`config.mk`:
```
export PLATFORM = sky130hd
export DESIGN_NAME = rtcaw_top
export DESIGN_NICKNAME = d
export VERILOG_FILES = /design/src/rtcaw_pkg.sv /design/src/rtcaw_tick_if.sv /design/src/rtcaw_prescaler.sv /design/src/rtcaw_watchdog.sv /design/src/rtcaw_top.sv
export SDC_FILE = /design/constraint.sdc
export NUM_CORES = 1
export LEC_CHECK = 0
export BUFFER_PORTS_ARGS = -buffer_cell sky130_fd_sc_hd__buf_2
export CORE_MARGIN = 3
export CORE_UTILIZATION = 55
export DETAILED_ROUTE_END_ITERATION = 8
export GPL_TIMING_DRIVEN = 0
export MAX_ROUTING_LAYER = met4
export PLACE_DENSITY = 0.81
export SLEW_MARGIN = 10
export SYNTH_ARGS = -nofsm -noshare
export SYNTH_HDL_FRONTEND = slang
export SYNTH_SLANG_ARGS = --single-unit
```
`constraint.sdc`:
```
create_clock -name clk_i -period 3 [get_ports clk_i]
set_input_delay 0.6 -clock clk_i [delete_from_list [all_inputs] [get_ports clk_i]]
set_output_delay 0.6 -clock clk_i [all_outputs]
set_load 0.05 [all_outputs]
```
`src/rtcaw_pkg.sv`:
```
/*
  Constants shared by the alarm, watchdog and output-pin logic of the real-time clock:
  register offsets, field positions, power-on values and oscillator-derived counts.
  Assumes a 32,768 Hz oscillator whose divided ticks drive every slow timer.
*/
package rtcaw_pkg;
  localparam int ADDR_W = 8;
  localparam int DATA_W = 8;
  localparam int DIV_W = 15;
  // Register offsets.
  localparam logic [7:0] A_SECONDS = 8'h01;
  localparam logic [7:0] A_CENT_HOURS = 8'h03;
  localparam logic [7:0] A_CAL_OUT = 8'h08;
  localparam logic [7:0] A_WDOG = 8'h09;
  localparam logic [7:0] A_AL_MONTH = 8'h0a;
  localparam logic [7:0] A_AL_DATE = 8'h0b;
  localparam logic [7:0] A_AL_HOUR = 8'h0c;
  localparam logic [7:0] A_AL_MIN = 8'h0d;
  localparam logic [7:0] A_AL_SEC = 8'h0e;
  localparam logic [7:0] A_FLAGS = 8'h0f;
  localparam logic [7:0] A_SQW_SEL = 8'h13;
  // Flag bit positions.
  localparam int F_WDF = 7;
  localparam int F_AF = 6;
  localparam int F_BL = 4;
  localparam int F_OF = 2;
  // Repeat codes, ordered ALARM_REPEAT_BITS.
  localparam logic [4:0] RPT_SEC = 5'h1f;
  localparam logic [4:0] RPT_MIN = 5'h1e;
  localparam logic [4:0] RPT_HOUR = 5'h1c;
  localparam logic [4:0] RPT_DAY = 5'h18;
  localparam logic [4:0] RPT_MONTH = 5'h10;
  localparam logic [4:0] RPT_YEAR = 5'h00;
  // Power-on values.
  localparam logic [7:0] WDOG_RST = 8'h00;
  localparam logic [7:0] CAL_RST = 8'h80;
  // Oscillator counts: 1/16 s is 2048 cycles, 512 Hz is divider bit 5.
  localparam int OSC_HZ = 32768;
  localparam int SIXTEENTH_CYC = OSC_HZ / 16;
  localparam int FT_BIT = 5;
  localparam int BATT_PERIOD_S = 86400;
  localparam int WD_CNT_W = 11;
endpackage : rtcaw_pkg

```
`src/rtcaw_tick_if.sv`:
```
/*
  Oscillator-derived timing that the prescaler hands to the watchdog and the top.
  Assumes all members are on clk_i; ticks are one-cycle pulses.
*/
`timescale 1ns/1ps
interface rtcaw_tick_if;
  logic osc_stop;
  logic osc_lvl;
  logic [rtcaw_pkg::DIV_W-1:0] div;
  logic tick16;
  logic tick1hz;
  modport src (input osc_stop, output osc_lvl, output div, output tick16, output tick1hz);
  modport snk (output osc_stop, input osc_lvl, input div, input tick16, input tick1hz);
  modport wdog (input tick16);
endinterface : rtcaw_tick_if

```
`src/rtcaw_prescaler.sv`:
```
/*
  Samples the 32,768 Hz oscillator pin, finds its rising edges and divides it.
  Assumes clk_i runs well above twice the oscillator rate.
*/
`timescale 1ns/1ps
module rtcaw_prescaler (
  // Clock and reset.
  input wire logic clk_i,
  input wire logic resetn_i,
  // Oscillator pin and timing out.
  input wire logic osc_clk_i,
  rtcaw_tick_if.src tk
);
  import rtcaw_pkg::*;
  logic [1:0] sync_r;
  logic lvl_r;
  logic [DIV_W-1:0] div_r;
  logic edge_w;

  // Two flip-flops before anything looks at the pin.
  always_ff @(posedge clk_i or negedge resetn_i) begin
    if (!resetn_i) begin
      sync_r <= 2'h0;
      lvl_r <= 1'b0;
    end else begin
      sync_r <= {sync_r[0], osc_clk_i};
      lvl_r <= sync_r[1];
    end
  end
  assign edge_w = sync_r[1] & ~lvl_r & ~tk.osc_stop;

  // A stopped oscillator freezes the divider, so every slow timer halts too.
  always_ff @(posedge clk_i or negedge resetn_i) begin
    if (!resetn_i) div_r <= '0;
    else if (edge_w) div_r <= div_r + 1'b1;
  end

  assign tk.osc_lvl = lvl_r & ~tk.osc_stop;
  assign tk.div = div_r;
  assign tk.tick16 = edge_w && (div_r[10:0] == 11'(SIXTEENTH_CYC - 1));
  assign tk.tick1hz = edge_w && (&div_r);
endmodule // rtcaw_prescaler

```
`src/rtcaw_watchdog.sv`:
```
/*
  Watchdog counter in sixteenths of a second.
  Assumes restart_i pulses on every write of the watchdog register.
*/
`timescale 1ns/1ps
module rtcaw_watchdog (
  // Clock and reset.
  input wire logic clk_i,
  input wire logic resetn_i,
  // Ticks and configuration.
  rtcaw_tick_if.wdog tk,
  input wire logic [4:0] mult_i,
  input wire logic [1:0] res_i,
  input wire logic restart_i,
  // Expiry pulse.
  output logic expire_o
);
  import rtcaw_pkg::*;
  logic [WD_CNT_W-1:0] cnt_r;
  logic done_r;
  logic [WD_CNT_W-1:0] limit_w;

  // Resolution codes scale by 1, 4, 16 or 64 sixteenths.
  assign limit_w = WD_CNT_W'(mult_i) << {res_i, 1'b0};

  // A restart zeroes the count; after expiry it waits for the next write.
  always_ff @(posedge clk_i or negedge resetn_i) begin
    if (!resetn_i) begin
      cnt_r <= '0;
      done_r <= 1'b0;
      expire_o <= 1'b0;
    end else begin
      expire_o <= 1'b0;
      if (restart_i) begin
        cnt_r <= '0;
        done_r <= 1'b0;
      end else if (tk.tick16 && !done_r && mult_i != 5'h0_0) begin
        if (cnt_r + 1'b1 == limit_w) begin
          done_r <= 1'b1;
          expire_o <= 1'b1;
        end
        cnt_r <= cnt_r + 1'b1;
      end
    end
  end
endmodule // rtcaw_watchdog

```
`src/rtcaw_top.sv`:
```
/*
  Alarm, watchdog, square wave, century, battery-low and oscillator-fail logic of the
  clock, with the shared open-drain output pin. Assumes the serial engine drives the
  plain register port and the time counters supply BCD time with a per-second pulse.
*/
// Our own choice: the address-and-strobe port.
`timescale 1ns/1ps
module rtcaw_top #(
  parameter int BATT_PERIOD = rtcaw_pkg::BATT_PERIOD_S
) (
  // Clock and reset.
  input wire logic clk_i,
  input wire logic resetn_i,
  // Register port.
  input wire logic [rtcaw_pkg::ADDR_W-1:0] addr_i,
  input wire logic [rtcaw_pkg::DATA_W-1:0] wdata_i,
  input wire logic wr_i,
  input wire logic rd_i,
  output logic [rtcaw_pkg::DATA_W-1:0] rdata_o,
  // Current time from the counters, same clock.
  input wire logic [6:0] time_sec_i,
  input wire logic [6:0] time_min_i,
  input wire logic [5:0] time_hour_i,
  input wire logic [5:0] time_date_i,
  input wire logic [4:0] time_month_i,
  input wire logic sec_tick_i,
  input wire logic century_roll_i,
  // Asynchronous status inputs and oscillator pin.
  input wire logic osc_clk_i,
  input wire logic battery_backup_i,
  input wire logic battery_low_i,
  input wire logic osc_fault_i,
  // Open-drain pin and status outputs.
  output logic multi_function_pin_n_o,
  output logic multi_function_pin_oe_n_o,
  output logic halt_update_o,
  output logic oscillator_stop_o
);
  import rtcaw_pkg::*;

  rtcaw_tick_if tk();

  // Control registers.
  logic oscillator_stop_r;
  logic century_toggle_enable_r;
  logic century_flag_r;
  logic [7:0] cal_r;
  logic [7:0] wdog_r;
  logic alarm_interrupt_enable_r;
  logic square_wave_enable_r;
  logic backup_alarm_enable_r;
  logic [4:0] al_month_r;
  logic [5:0] al_date_r;
  logic [5:0] al_hour_r;
  logic [6:0] al_min_r;
  logic [6:0] al_sec_r;
  logic [4:0] alarm_repeat_bits_r;
  logic halt_update_r;
  logic [3:0] square_freq_select_r;
  // Status flags and pin state.
  logic watchdog_expired_flag_r;
  logic alarm_match_flag_r;
  logic battery_low_flag_r;
  logic oscillator_fail_flag_r;
  logic oscillator_fail_interrupt_enable_r;
  logic alarm_pend_r;
  logic alarm_pin_r;
  logic wd_pin_r;
  logic [7:0] ptr_r;
  logic [2:0] sync1_r;
  logic [2:0] sync2_r;
  logic [$clog2(BATT_PERIOD+1)-1:0] batt_cnt_r;
  logic [7:0] rdata_nxt;
  logic wd_expire_w;
  logic alarm_hit_w;
  logic sqw_w;
  logic pin_low_nxt;
  logic wr_w;
  logic rd_flags_w;

  // Decode a write or read to one offset.
  function automatic logic hit(input logic [7:0] a, input logic [7:0] off);
    return a == off;
  endfunction

  // Alarm comparison for a repeat code; unknown codes fall to every second.
  function automatic logic alarm_match(input logic [4:0] rpt, input logic [4:0] eq);
    logic r;
    r = 1'b1;
    case (rpt)
      RPT_MIN: r = eq[0];
      RPT_HOUR: r = &eq[1:0];
      RPT_DAY: r = &eq[2:0];
      RPT_MONTH: r = &eq[3:0];
      RPT_YEAR: r = &eq;
      default: r = 1'b1;
    endcase
    return r;
  endfunction

  rtcaw_prescaler u_presc (
    .clk_i(clk_i),
    .resetn_i(resetn_i),
    .osc_clk_i(osc_clk_i),
    .tk(tk.src)
  );

  rtcaw_watchdog u_wdog (
    .clk_i(clk_i),
    .resetn_i(resetn_i),
    .tk(tk.wdog),
    .mult_i(wdog_r[6:2]),
    .res_i(wdog_r[1:0]),
    .restart_i(wr_i && hit(addr_i, A_WDOG)),
    .expire_o(wd_expire_w)
  );

  assign tk.osc_stop = oscillator_stop_r;
  assign wr_w = wr_i;
  assign rd_flags_w = rd_i && hit(addr_i, A_FLAGS);

  // Battery backup, battery comparator and oscillator fault pass two flip-flops.
  always_ff @(posedge clk_i or negedge resetn_i) begin
    if (!resetn_i) begin
      sync1_r <= 3'h0;
      sync2_r <= 3'h0;
    end else begin
      sync1_r <= {osc_fault_i, battery_low_i, battery_backup_i};
      sync2_r <= sync1_r;
    end
  end

  // The serial pointer moves one past every access, as auto-increment does.
  always_ff @(posedge clk_i or negedge resetn_i) begin
    if (!resetn_i) ptr_r <= 8'h00;
    else if (wr_i || rd_i) ptr_r <= addr_i + 8'h01;
  end

  // Stop, century and halt bits; reset is the initial power application.
  always_ff @(posedge clk_i or negedge resetn_i) begin
    if (!resetn_i) begin
      oscillator_stop_r <= 1'b1;
      century_toggle_enable_r <= 1'b0;
      century_flag_r <= 1'b0;
      halt_update_r <= 1'b1;
    end else begin
      if (wr_w && hit(addr_i, A_SECONDS)) oscillator_stop_r <= wdata_i[7];
      if (wr_w && hit(addr_i, A_CENT_HOURS)) century_toggle_enable_r <= wdata_i[7];
      if (wr_w && hit(addr_i, A_AL_HOUR)) halt_update_r <= wdata_i[6];
      // A rollover in the same cycle as a write toggles the written value.
      if (century_roll_i && century_toggle_enable_r) begin
        century_flag_r <= ~((wr_w && hit(addr_i, A_CENT_HOURS)) ? wdata_i[6] :
          century_flag_r);
      end else if (wr_w && hit(addr_i, A_CENT_HOURS)) begin
        century_flag_r <= wdata_i[6];
      end
    end
  end

  // Output level, frequency test, calibration and square wave select.
  always_ff @(posedge clk_i or negedge resetn_i) begin
    if (!resetn_i) begin
      cal_r <= CAL_RST;
      square_freq_select_r <= 4'h0;
    end else begin
      if (wr_w && hit(addr_i, A_CAL_OUT)) cal_r <= wdata_i;
      if (wr_w && hit(addr_i, A_SQW_SEL)) square_freq_select_r <= wdata_i[7:4];
    end
  end

  // Watchdog register; its top bit is the oscillator fail interrupt enable.
  always_ff @(posedge clk_i or negedge resetn_i) begin
    if (!resetn_i) begin
      wdog_r <= WDOG_RST;
      oscillator_fail_interrupt_enable_r <= 1'b0;
    end else if (wr_w && hit(addr_i, A_WDOG)) begin
      wdog_r <= {1'b0, wdata_i[6:0]};
      oscillator_fail_interrupt_enable_r <= wdata_i[7];
    end
  end

  // Alarm registers with the repeat bits scattered over their top bits.
  always_ff @(posedge clk_i or negedge resetn_i) begin
    if (!resetn_i) begin
      alarm_interrupt_enable_r <= 1'b0;
      square_wave_enable_r <= 1'b0;
      backup_alarm_enable_r <= 1'b0;
      al_month_r <= 5'h0_0;
      al_date_r <= 6'h0_0;
      al_hour_r <= 6'h0_0;
      al_min_r <= 7'h0_0;
      al_sec_r <= 7'h0_0;
      alarm_repeat_bits_r <= 5'h0_0;
    end else if (wr_w) begin
      if (hit(addr_i, A_AL_MONTH)) begin
        alarm_interrupt_enable_r <= wdata_i[7];
        square_wave_enable_r <= wdata_i[6];
        backup_alarm_enable_r <= wdata_i[5];
        al_month_r <= wdata_i[4:0];
      end else if (hit(addr_i, A_AL_DATE)) begin
        alarm_repeat_bits_r[3] <= wdata_i[7];
        alarm_repeat_bits_r[4] <= wdata_i[6];
        al_date_r <= wdata_i[5:0];
      end else if (hit(addr_i, A_AL_HOUR)) begin
        alarm_repeat_bits_r[2] <= wdata_i[7];
        al_hour_r <= wdata_i[5:0];
      end else if (hit(addr_i, A_AL_MIN)) begin
        alarm_repeat_bits_r[1] <= wdata_i[7];
        al_min_r <= wdata_i[6:0];
      end else if (hit(addr_i, A_AL_SEC)) begin
        alarm_repeat_bits_r[0] <= wdata_i[7];
        al_sec_r <= wdata_i[6:0];
      end
    end
  end

  // Match is evaluated once per second on the freshly counted time.
  assign alarm_hit_w = sec_tick_i && alarm_match(alarm_repeat_bits_r, {
    time_month_i == al_month_r, time_date_i == al_date_r, time_hour_i == al_hour_r,
    time_min_i == al_min_r, time_sec_i == al_sec_r});

  // Alarm flag and pin request; a new match beats a flags read in the same cycle.
  always_ff @(posedge clk_i or negedge resetn_i) begin
    if (!resetn_i) begin
      alarm_match_flag_r <= 1'b0;
      alarm_pend_r <= 1'b0;
      alarm_pin_r <= 1'b0;
    end else begin
      if (alarm_hit_w) alarm_match_flag_r <= 1'b1;
      else if (rd_flags_w) alarm_match_flag_r <= 1'b0;
      if (alarm_hit_w) alarm_pend_r <= 1'b1;
      else if (rd_flags_w || alarm_pin_r) alarm_pend_r <= 1'b0;
      // The pin request waits while the pointer rests on the flags address.
      if (alarm_pend_r && ptr_r != A_FLAGS && !rd_flags_w) alarm_pin_r <= 1'b1;
      else if (rd_flags_w) alarm_pin_r <= 1'b0;
    end
  end

  // Watchdog flag clears on a flags read; the pin holds until zero is written.
  always_ff @(posedge clk_i or negedge resetn_i) begin
    if (!resetn_i) begin
      watchdog_expired_flag_r <= 1'b0;
      wd_pin_r <= 1'b0;
    end else begin
      if (wd_expire_w) watchdog_expired_flag_r <= 1'b1;
      else if (rd_flags_w) watchdog_expired_flag_r <= 1'b0;
      if (wd_expire_w) wd_pin_r <= 1'b1;
      else if (wr_w && hit(addr_i, A_WDOG) && wdata_i == 8'h00) wd_pin_r <= 1'b0;
    end
  end

  // Oscillator fail: set wins over the host writing zero.
  always_ff @(posedge clk_i or negedge resetn_i) begin
    if (!resetn_i) oscillator_fail_flag_r <= 1'b1;
    else if (oscillator_stop_r || sync2_r[2]) oscillator_fail_flag_r <= 1'b1;
    else if (wr_w && hit(addr_i, A_FLAGS) && !wdata_i[F_OF]) begin
      oscillator_fail_flag_r <= 1'b0;
    end
  end

  // The first test runs one second after the stop bit is first cleared, then once a period.
  always_ff @(posedge clk_i or negedge resetn_i) begin
    if (!resetn_i) begin
      batt_cnt_r <= '0;
      battery_low_flag_r <= 1'b0;
    end else if (tk.tick1hz && !sync2_r[0]) begin
      if (batt_cnt_r == '0) begin
        battery_low_flag_r <= sync2_r[1];
        batt_cnt_r <= ($bits(batt_cnt_r))'(BATT_PERIOD - 1);
      end else begin
        batt_cnt_r <= batt_cnt_r - 1'b1;
      end
    end
  end

  // Square wave: code 1 is the oscillator itself, code n is divider bit n-1.
  always_comb begin
    sqw_w = 1'b1;
    if (square_freq_select_r == 4'h1) sqw_w = tk.osc_lvl;
    else if (square_freq_select_r != 4'h0) sqw_w = tk.div[square_freq_select_r - 4'h1];
  end

  // Pin arbitration; square wave, then alarm or watchdog, then frequency test, then output level own the pin; the shared interrupts pull low in every mode.
  always_comb begin
    logic alarm_irq;
    logic shared_irq;
    alarm_irq = alarm_pin_r && alarm_interrupt_enable_r &&
      (!sync2_r[0] || backup_alarm_enable_r);
    shared_irq = wd_pin_r ||
      (oscillator_fail_flag_r && oscillator_fail_interrupt_enable_r);
    if (square_wave_enable_r) begin
      // The alarm is masked while the square wave owns the pin.
      pin_low_nxt = !sqw_w || shared_irq;
    end else if (alarm_interrupt_enable_r || wdog_r != 8'h00) begin
      pin_low_nxt = alarm_irq || shared_irq;
    end else if (cal_r[6]) begin
      pin_low_nxt = shared_irq || (!oscillator_stop_r && !tk.div[FT_BIT]);
    end else begin
      pin_low_nxt = shared_irq || !cal_r[7];
    end
  end

  // The pin is registered so glitches of the decode never reach the line.
  always_ff @(posedge clk_i or negedge resetn_i) begin
    if (!resetn_i) begin
      multi_function_pin_n_o <= 1'b0;
      multi_function_pin_oe_n_o <= 1'b1;
    end else begin
      multi_function_pin_n_o <= 1'b0;
      multi_function_pin_oe_n_o <= ~pin_low_nxt;
    end
  end

  // Read decode; unlisted offsets and time fields read as zero here.
  always_comb begin
    rdata_nxt = 8'h00;
    if (hit(addr_i, A_SECONDS)) rdata_nxt = {oscillator_stop_r, 7'h00};
    else if (hit(addr_i, A_CENT_HOURS)) begin
      rdata_nxt = {century_toggle_enable_r, century_flag_r, 6'h00};
    end else if (hit(addr_i, A_CAL_OUT)) rdata_nxt = cal_r;
    else if (hit(addr_i, A_WDOG)) begin
      rdata_nxt = {oscillator_fail_interrupt_enable_r, wdog_r[6:0]};
    end else if (hit(addr_i, A_AL_MONTH)) begin
      rdata_nxt = {alarm_interrupt_enable_r, square_wave_enable_r, backup_alarm_enable_r,
        al_month_r};
    end else if (hit(addr_i, A_AL_DATE)) begin
      rdata_nxt = {alarm_repeat_bits_r[3], alarm_repeat_bits_r[4], al_date_r};
    end else if (hit(addr_i, A_AL_HOUR)) begin
      rdata_nxt = {alarm_repeat_bits_r[2], halt_update_r, al_hour_r};
    end else if (hit(addr_i, A_AL_MIN)) rdata_nxt = {alarm_repeat_bits_r[1], al_min_r};
    else if (hit(addr_i, A_AL_SEC)) rdata_nxt = {alarm_repeat_bits_r[0], al_sec_r};
    else if (hit(addr_i, A_FLAGS)) begin
      rdata_nxt[F_WDF] = watchdog_expired_flag_r;
      rdata_nxt[F_AF] = alarm_match_flag_r;
      rdata_nxt[F_BL] = battery_low_flag_r;
      rdata_nxt[F_OF] = oscillator_fail_flag_r;
    end else if (hit(addr_i, A_SQW_SEL)) rdata_nxt = {square_freq_select_r, 4'h0};
  end

  // Read data stand only in the cycle after the strobe.
  always_ff @(posedge clk_i or negedge resetn_i) begin
    if (!resetn_i) rdata_o <= 8'h00;
    else rdata_o <= rd_i ? rdata_nxt : 8'h00;
  end

  // Status copies for the time counters.
  always_ff @(posedge clk_i or negedge resetn_i) begin
    if (!resetn_i) begin
      halt_update_o <= 1'b1;
      oscillator_stop_o <= 1'b1;
    end else begin
      halt_update_o <= halt_update_r;
      oscillator_stop_o <= oscillator_stop_r;
    end
  end
endmodule // rtcaw_top

```
==> summary.md, run 1 <==
| Metric | Value |
|---|---|
| Post-Syn Area | 7820 um2 |
| Setup violators final | 0 |
| Gpl congestion | 0.9537 |
| Largest net degree at the start of global routing | 86 |
| Avg WL per Cell | 18.75 um |
| Fin util | 0.6633 |
| Slowest stage delay, CP | 680 ps |
| CTS tree | done |
| Fillers | 1064 |
| Part of the power in registers | 0.443 |
| Nets | 912 |
| Worst hold path type | in -> async |
| DRC violations left | 0 |
| Sink Count | 143 |
| Overflow after GRT | 0 |
| 1st-iter DRT viols | 601 |
| Post-Syn Nets | 827 |
| Worst r2r src | square_freq_select_r[0] |
| Unrepaired setup endpoints after global routing | false |
| CP arrival | 3150 ps |
| Worst Setup Slack, final | 163.8 ps |
| Tmin final | 2836 ps |
| Worst-path maximum fanout | 10 |
| Leak | 4.063 nW |
| Slew margin rel. | 0.3575 |
| Synth Register Bits | 143 |
| Post-Route WL | 19410 um |
| Starting density of the core | 0.5768 |
| Critical Path, Cell by Cell | buf_2 -> nor4_2 -> clkbuf_1 -> nand3b_1 -> nor2_2 -> mux2_2 |
| First-pass GRT wire length | 31350 um |
| Final worst-path cycle share | 0.9454 |
| Root Buffer | clkbuf_16 |
| Share of cells above drive strength 1 | 0.2200 |
| Overall power | 4.957 mW |
| Clock skew | 8.750 ps |
| Syn Area/Cell | 10.28 um2 |
| Clock Tree Buf Depth | 2 |
| Post_cts resized | 1 |
| Unique cell type count in the Yosys netlist | 71 |
| Met3 Usage GRT | 0.04819 |
| Hold buffer count at CTS | 0 |
| CTS Buf Count | 17 |
| Commonest non-fill, non-tap cell in the layout | dfrtp_1 |
| # IOs | 69 |
| Crit Path Class | in -> reg |
| Synth warn | 0 |
| Ant diodes | 0 |
| Cells after Synth | 761 |
| Reg2reg path depth | 8 |
| Final hold viol count | 0 |
| Postcts setup bufs | 0 |
| CP endpoint kind | flip-flop |
| Grt met2 use | 0.4034 |
| Met1 usage | 0.3372 |
| Max_cap viols | 0 |
| R2R Setup Slk | 240 ps |
| Hpwl dp | 13740 um |
| Crit path launch | addr_i[5] |
| Net Switching | 1.297 mW |
| Die span in x | 125.2 um |
| GRT busiest layer | met2 |
| DIE AREA | 15690 um2 |
| Worst-Skew Late Latency | 430 ps |
| Sequential-to-total area share from yosys stat | 0.4587 |
| Status | finished, final reports clean |
| Final slew viol count | 0 |
| Crit-path slowest cell | nor4_2 |
| Htree depth | 4 |
| Gr usage total | 0.2571 |
| Post-synth EDFFs | 0 |
| Peak VDD IR | 0.4116 mV |
| Number of global-route vias before repair | 6140 |
| Pwr dens | 551.2 nW/um2 |
| Routed vias | 6368 |
| Vias per cell | 6.153 |
| Most frequent cells in the layout | dfrtp_1 (136), mux2_2 (65), buf_2 (65) |
| Clock power share | 0.422 |
| CP Data Required Time | 3310 ps |
| # port buffers | 65 |
| FMAX | 352.6 MHz |
| FP Rows | 42 |
| Async SR Flop Fraction | 1.000 |
| Switching Share | 0.2617 |
| Int Pwr | 3.660 mW |
| R2r endpoint | multi_function_pin_oe_n_o |
| Die H | 125.2 um |
| Synth-to-Final Area Change | 14.99% |
| Combinational Power Share | 0.135 |
| Antenna Nets Post-Route | 0 |
| Pre-CTS setup slack | -413.5 ps |
| Critical Path Source Type | input pin |
| Initial antenna violation count | 0 |
| Drt pass-1 iters | 5 |
| Total core area | 13560 um2 |
| Top_reg_cell synth | dfrtp_1 |
| Worst-path clk slew | 60 ps |
| Slew @ Worst Pin | 939.4 ps |
per-layer routing:
layer  part of all wire  vias to the layer above  wire (um)
met5                  0                        -          0
li1                   -                     2958          -
met1               0.43                     3129       8280
met2               0.49                      248       9447
met3              0.065                       33       1269
met4              0.021                        0        412
cells in the mapped netlist, types with 4 or more instances:
master	count	area share
nand2_1	46	0.022
nor3_1	33	0.021
o221ai_1	4	0.0045
xnor2_1	39	0.044
nand4_1	18	0.014
nand2b_1	7	0.0056
dfstp_2	7	0.024
nand3_1	23	0.015
clkbuf_1	29	0.014
a311oi_1	4	0.0045
nor2_1	53	0.025
nor2b_1	4	0.0032
or4_1	6	0.0058
o31ai_1	5	0.0048
a211oi_1	9	0.0086
and3_1	9	0.0072
mux2_2	65	0.094
xor2_1	39	0.044
o22ai_1	8	0.0064
nor4_1	11	0.0088
ha_1	9	0.014
nand3b_1	8	0.0077
and2_1	7	0.0056
mux2i_1	7	0.0090
inv_1	18	0.0086
o21ai_0	34	0.022
and4_1	4	0.0045
a31oi_1	4	0.0032
o21a_1	4	0.0038
or3_1	7	0.0056
dfrtp_1	136	0.44
a21oi_1	40	0.026
how the worst max path moves through the flow:
stage                                         to  slack [ps]  cells after the start
final                     alarm_repeat_bits_r[1]         160                      6
after detailed placement  alarm_repeat_bits_r[1]        -410                      6
after global routing      alarm_repeat_bits_r[1]          80                      6
after floorplan                      al_min_r[0]         480                      5
after global placement              al_hour_r[0]        -660                      1
after CTS                 alarm_repeat_bits_r[1]         190                      6
cell families (layout without fill, tap and decap cells):
family,Yosys count,count (layout),share of synthesized area
AND/OR/NAND/NOR,262,262,0.1848
flip-flops,143,143,0.4587
AO/OA/AOI/OAI,138,138,0.1120
XOR/XNOR,79,79,0.09024
multiplexers,76,76,0.1131
buffers and inverters,53,151,0.02624
adder cells (fa/ha/maj),9,9,0.01440
other,1,1,0.0004795
through the flow:
stage | instance area [um2] | hold slack (ps) | std cells | setup TNS [ps]
2_1_floorplan | 7820 | 304.4 | 761 | 0
3_3_place_gp | 8366 | 334.5 | 1002 | -93550
3_5_place_dp | 8399 | 336.3 | 1003 | -5690
4_1_cts | 8986 | 159.2 | 1035 | 0
5_1_grt | 8992 | 183.0 | 1035 | 0
6_report | 8992 | 142.4 | 1035 | 0
flip-flops by register name, indices dropped and copies added, names as in the netlist, 4 cells and up:
name,count
batt_cnt_r,17
u_presc.tk.div,15
u_wdog.cnt_r,11
cal_r,8
ptr_r,8
rdata_o,8
al_min_r,7
al_sec_r,7
wdog_r,7
al_date_r,6
al_hour_r,6
al_month_r,5
alarm_repeat_bits_r,5
square_freq_select_r,4
power groups by stage:
stage	logic, mW	registers, mW	clock network, mW
CTS	0.666	2.19	2.11
global route	0.735	2.21	2.20
finish	0.668	2.20	2.09
floorplan	0.432	2.20	0
global placement	0.637	2.22	0
detailed placement	0.659	2.22	0
final cells by class:
class | count | area (um2) | area share
inverters | 18 | 67.56 | 0.007514
flip-flops and latches | 143 | 3587 | 0.3989
clock buffers | 27 | 503.0 | 0.05593
plain buffers | 35 | 137.6 | 0.01531
multi-input cells | 565 | 4036 | 0.4489
clock inverters | 5 | 81.33 | 0.009044
repair buffers | 66 | 359.1 | 0.03993
well taps | 176 | 220.2 | 0.02449
critical path, delay by kind of cell:
| kind | cells | cell delay (ps) |
|---|---|---|
| simple gates | 3 | 1560 |
| buf+inv | 2 | 580 |
| mux | 1 | 400 |
No activity file was read; power rests on OpenSTA's default activity.
==> run 2, diff against run 1 <==
--- a/config.mk
+++ b/config.mk
@@ -6,6 +6,7 @@
 export NUM_CORES = 1
 export LEC_CHECK = 0
 export BUFFER_PORTS_ARGS = -buffer_cell sky130_fd_sc_hd__buf_2
+export CORE_ASPECT_RATIO = 0.6
 export CORE_MARGIN = 3
 export CORE_UTILIZATION = 55
 export DETAILED_ROUTE_END_ITERATION = 8
==> summary.md, run 2 (synthesis results as in run 1) <==
| Metric | Value |
|---|---|
| Critical Path Source Type | input pin |
| Clock skew | 12.79 ps (+4.038 ps) |
| Crit Path Class | in -> reg |
| Overflow after GRT | 0 (unchanged) |
| First-pass GRT wire length | 33280 um (+6.2%) |
| Worst-path maximum fanout | 10 (unchanged) |
| Total core area | 13790 um2 (+1.7%) |
| # IOs | 69 (unchanged) |
| CP endpoint kind | flip-flop |
| Die H | 98.37 um (-21%) |
| Htree depth | 4 (unchanged) |
| Avg WL per Cell | 19.73 um (+5.2%) |
| Worst hold path type | in -> async |
| CTS tree | done |
| Slew margin rel. | 0.3011 (-0.05645) |
| Antenna Nets Post-Route | 0 (unchanged) |
| Gpl congestion | 0.9439 (-1.0%) |
| Routed vias | 6462 (+1.5%) |
| Setup violators final | 0 (unchanged) |
| Gr usage total | 0.2766 (+0.01952) |
| Worst-Skew Late Latency | 420 ps (about the same) |
| FP Rows | 33 (-21%) |
| Post-Route WL | 20720 um (+6.7%) |
| Most flops, register | batt_cnt_r |
| Slew @ Worst Pin | 1040 ps (+100.3 ps) |
| Initial antenna violation count | 0 (unchanged) |
| Drt pass-1 iters | 8 (+3) |
| Final hold viol count | 0 (unchanged) |
| Worst-path clk slew | 60 ps (about the same) |
| Peak VDD IR | 0.3082 mV (-25%) |
| Unrepaired setup endpoints after global routing | false |
| 1st-iter DRT viols | 857 (+43%) |
| CP Data Required Time | 3300 ps (about the same) |
| # port buffers | 65 (unchanged) |
| Hpwl dp | 14850 um (+8.0%) |
| DIE AREA | 15730 um2 (+0.30%) |
| Hold buffer count at CTS | 0 (unchanged) |
| CTS Buf Count | 17 (unchanged) |
| Fin util | 0.6557 (-0.007563) |
| Placed insts | 1019 (+1.6%) |
| Final slew viol count | 0 (unchanged) |
| Clock Tree Buf Depth | 2 (unchanged) |
| Number of global-route vias before repair | 6132 (-0.13%) |
| Reg2reg path depth | 7 (-1) |
| Final setup TNS | 0 ps (unchanged) |
| Crit path launch | addr_i[5] |
| Finished Layout Cells | 1050 (+1.4%) |
| FMAX | 345.9 MHz (-1.9%) |
| Max reg flops | 17 (unchanged) |
| Crit path capture | al_date_r[0] |
| Share of cells above drive strength 1 | 0.2249 (+0.004918) |
| R2r endpoint | u_wdog.done_r |
| Leak | 4.073 nW (+0.24%) |
| Final hold slack | 78.75 ps (-63.60 ps) |
| Starting density of the core | 0.5670 (-0.009733) |
| Tmin final | 2891 ps (+55.21 ps) |
| Vias per cell | 6.154 (about the same) |
| Worst r2r src | oscillator_stop_r |
| Sink Count | 143 (unchanged) |
| DRC violations left | 0 (unchanged) |
| Largest net degree at the start of global routing | 91 (+5.8%) |
| Ant diodes | 0 (unchanged) |
| Status | finished, final reports clean |
| Max_cap viols | 0 (unchanged) |
| Root Buffer | clkbuf_16 |
| R2R Setup Slk | 290 ps (+50 ps) |
| Commonest non-fill, non-tap cell in the layout | dfrtp_1 |
| Most frequent cells in the layout | dfrtp_1 (136), mux2_2 (65), buf_2 (65) |
| Final instance area | 9042 um2 (+0.56%) |
| Nets | 912 (unchanged) |
| Dpl cell area | 8423 um2 (+0.28%) |
| Post_cts resized | 0 (-1) |
| Pwr dens | 562.0 nW/um2 (+2.0%) |
| Postcts setup bufs | 0 (unchanged) |
| Final worst-path cycle share | 0.9638 (+0.01840) |
| CP arrival | 3190 ps (+40 ps) |
| Die span in x | 159.9 um (+28%) |
| Synth-to-Final Area Change | 15.63% |
run 2: through the flow:
step	total power, mW	worst slack (ps)
after floorplan	2.634	481.9
after global placement	2.861	-692.2
after detailed placement	2.895	-407.4
after CTS	5.064	33.99
after global routing	5.270	16.17
final	5.082	108.6
run 2: worst max-delay path, cell delays in order:
cell and delay (ps):
buf_2 140, nor4_2 720, clkbuf_1 450, nand2_1 200, nor3_2 660, mux2_2 420
run 2: how the worst min path moves through the flow:
stage	start	end	cells after the start
global route	resetn_i	u_presc.sync_r[0]	1
floorplan	resetn_i	al_date_r[0]	0
CTS	resetn_i	u_presc.sync_r[0]	1
finish	resetn_i	u_presc.sync_r[0]	1
global placement	sync1_r[2]	sync2_r[2]	0
detailed placement	sync1_r[2]	sync2_r[2]	0
run 2: final cells by class:
class | count | area [um2]
multi-input combinational | 565 | 4045
clock inverter | 12 | 158.9
sequential | 143 | 3587
clock buffer | 19 | 442.9
timing repair buffer | 66 | 362.8
fill | 1111 | 4748
inverter | 18 | 67.56
tap | 192 | 240.2
buffer | 35 | 137.6
run 2: where the power goes:
part	switching [mW]	internal [mW]	leakage [nW]
sequential	0.139	2.06	1.85
clock	0.865	1.33	0.290
combinational	0.397	0.283	1.93
run 2: metal layers:
layer,vias to the layer above,global-route usage,wire length [um]
met2,341,0.3775,8762
met1,3133,0.4089,9446
met3,45,0.07249,2199
met4,0,0.07133,306
li1,2943,-,-
met5,-,-,0
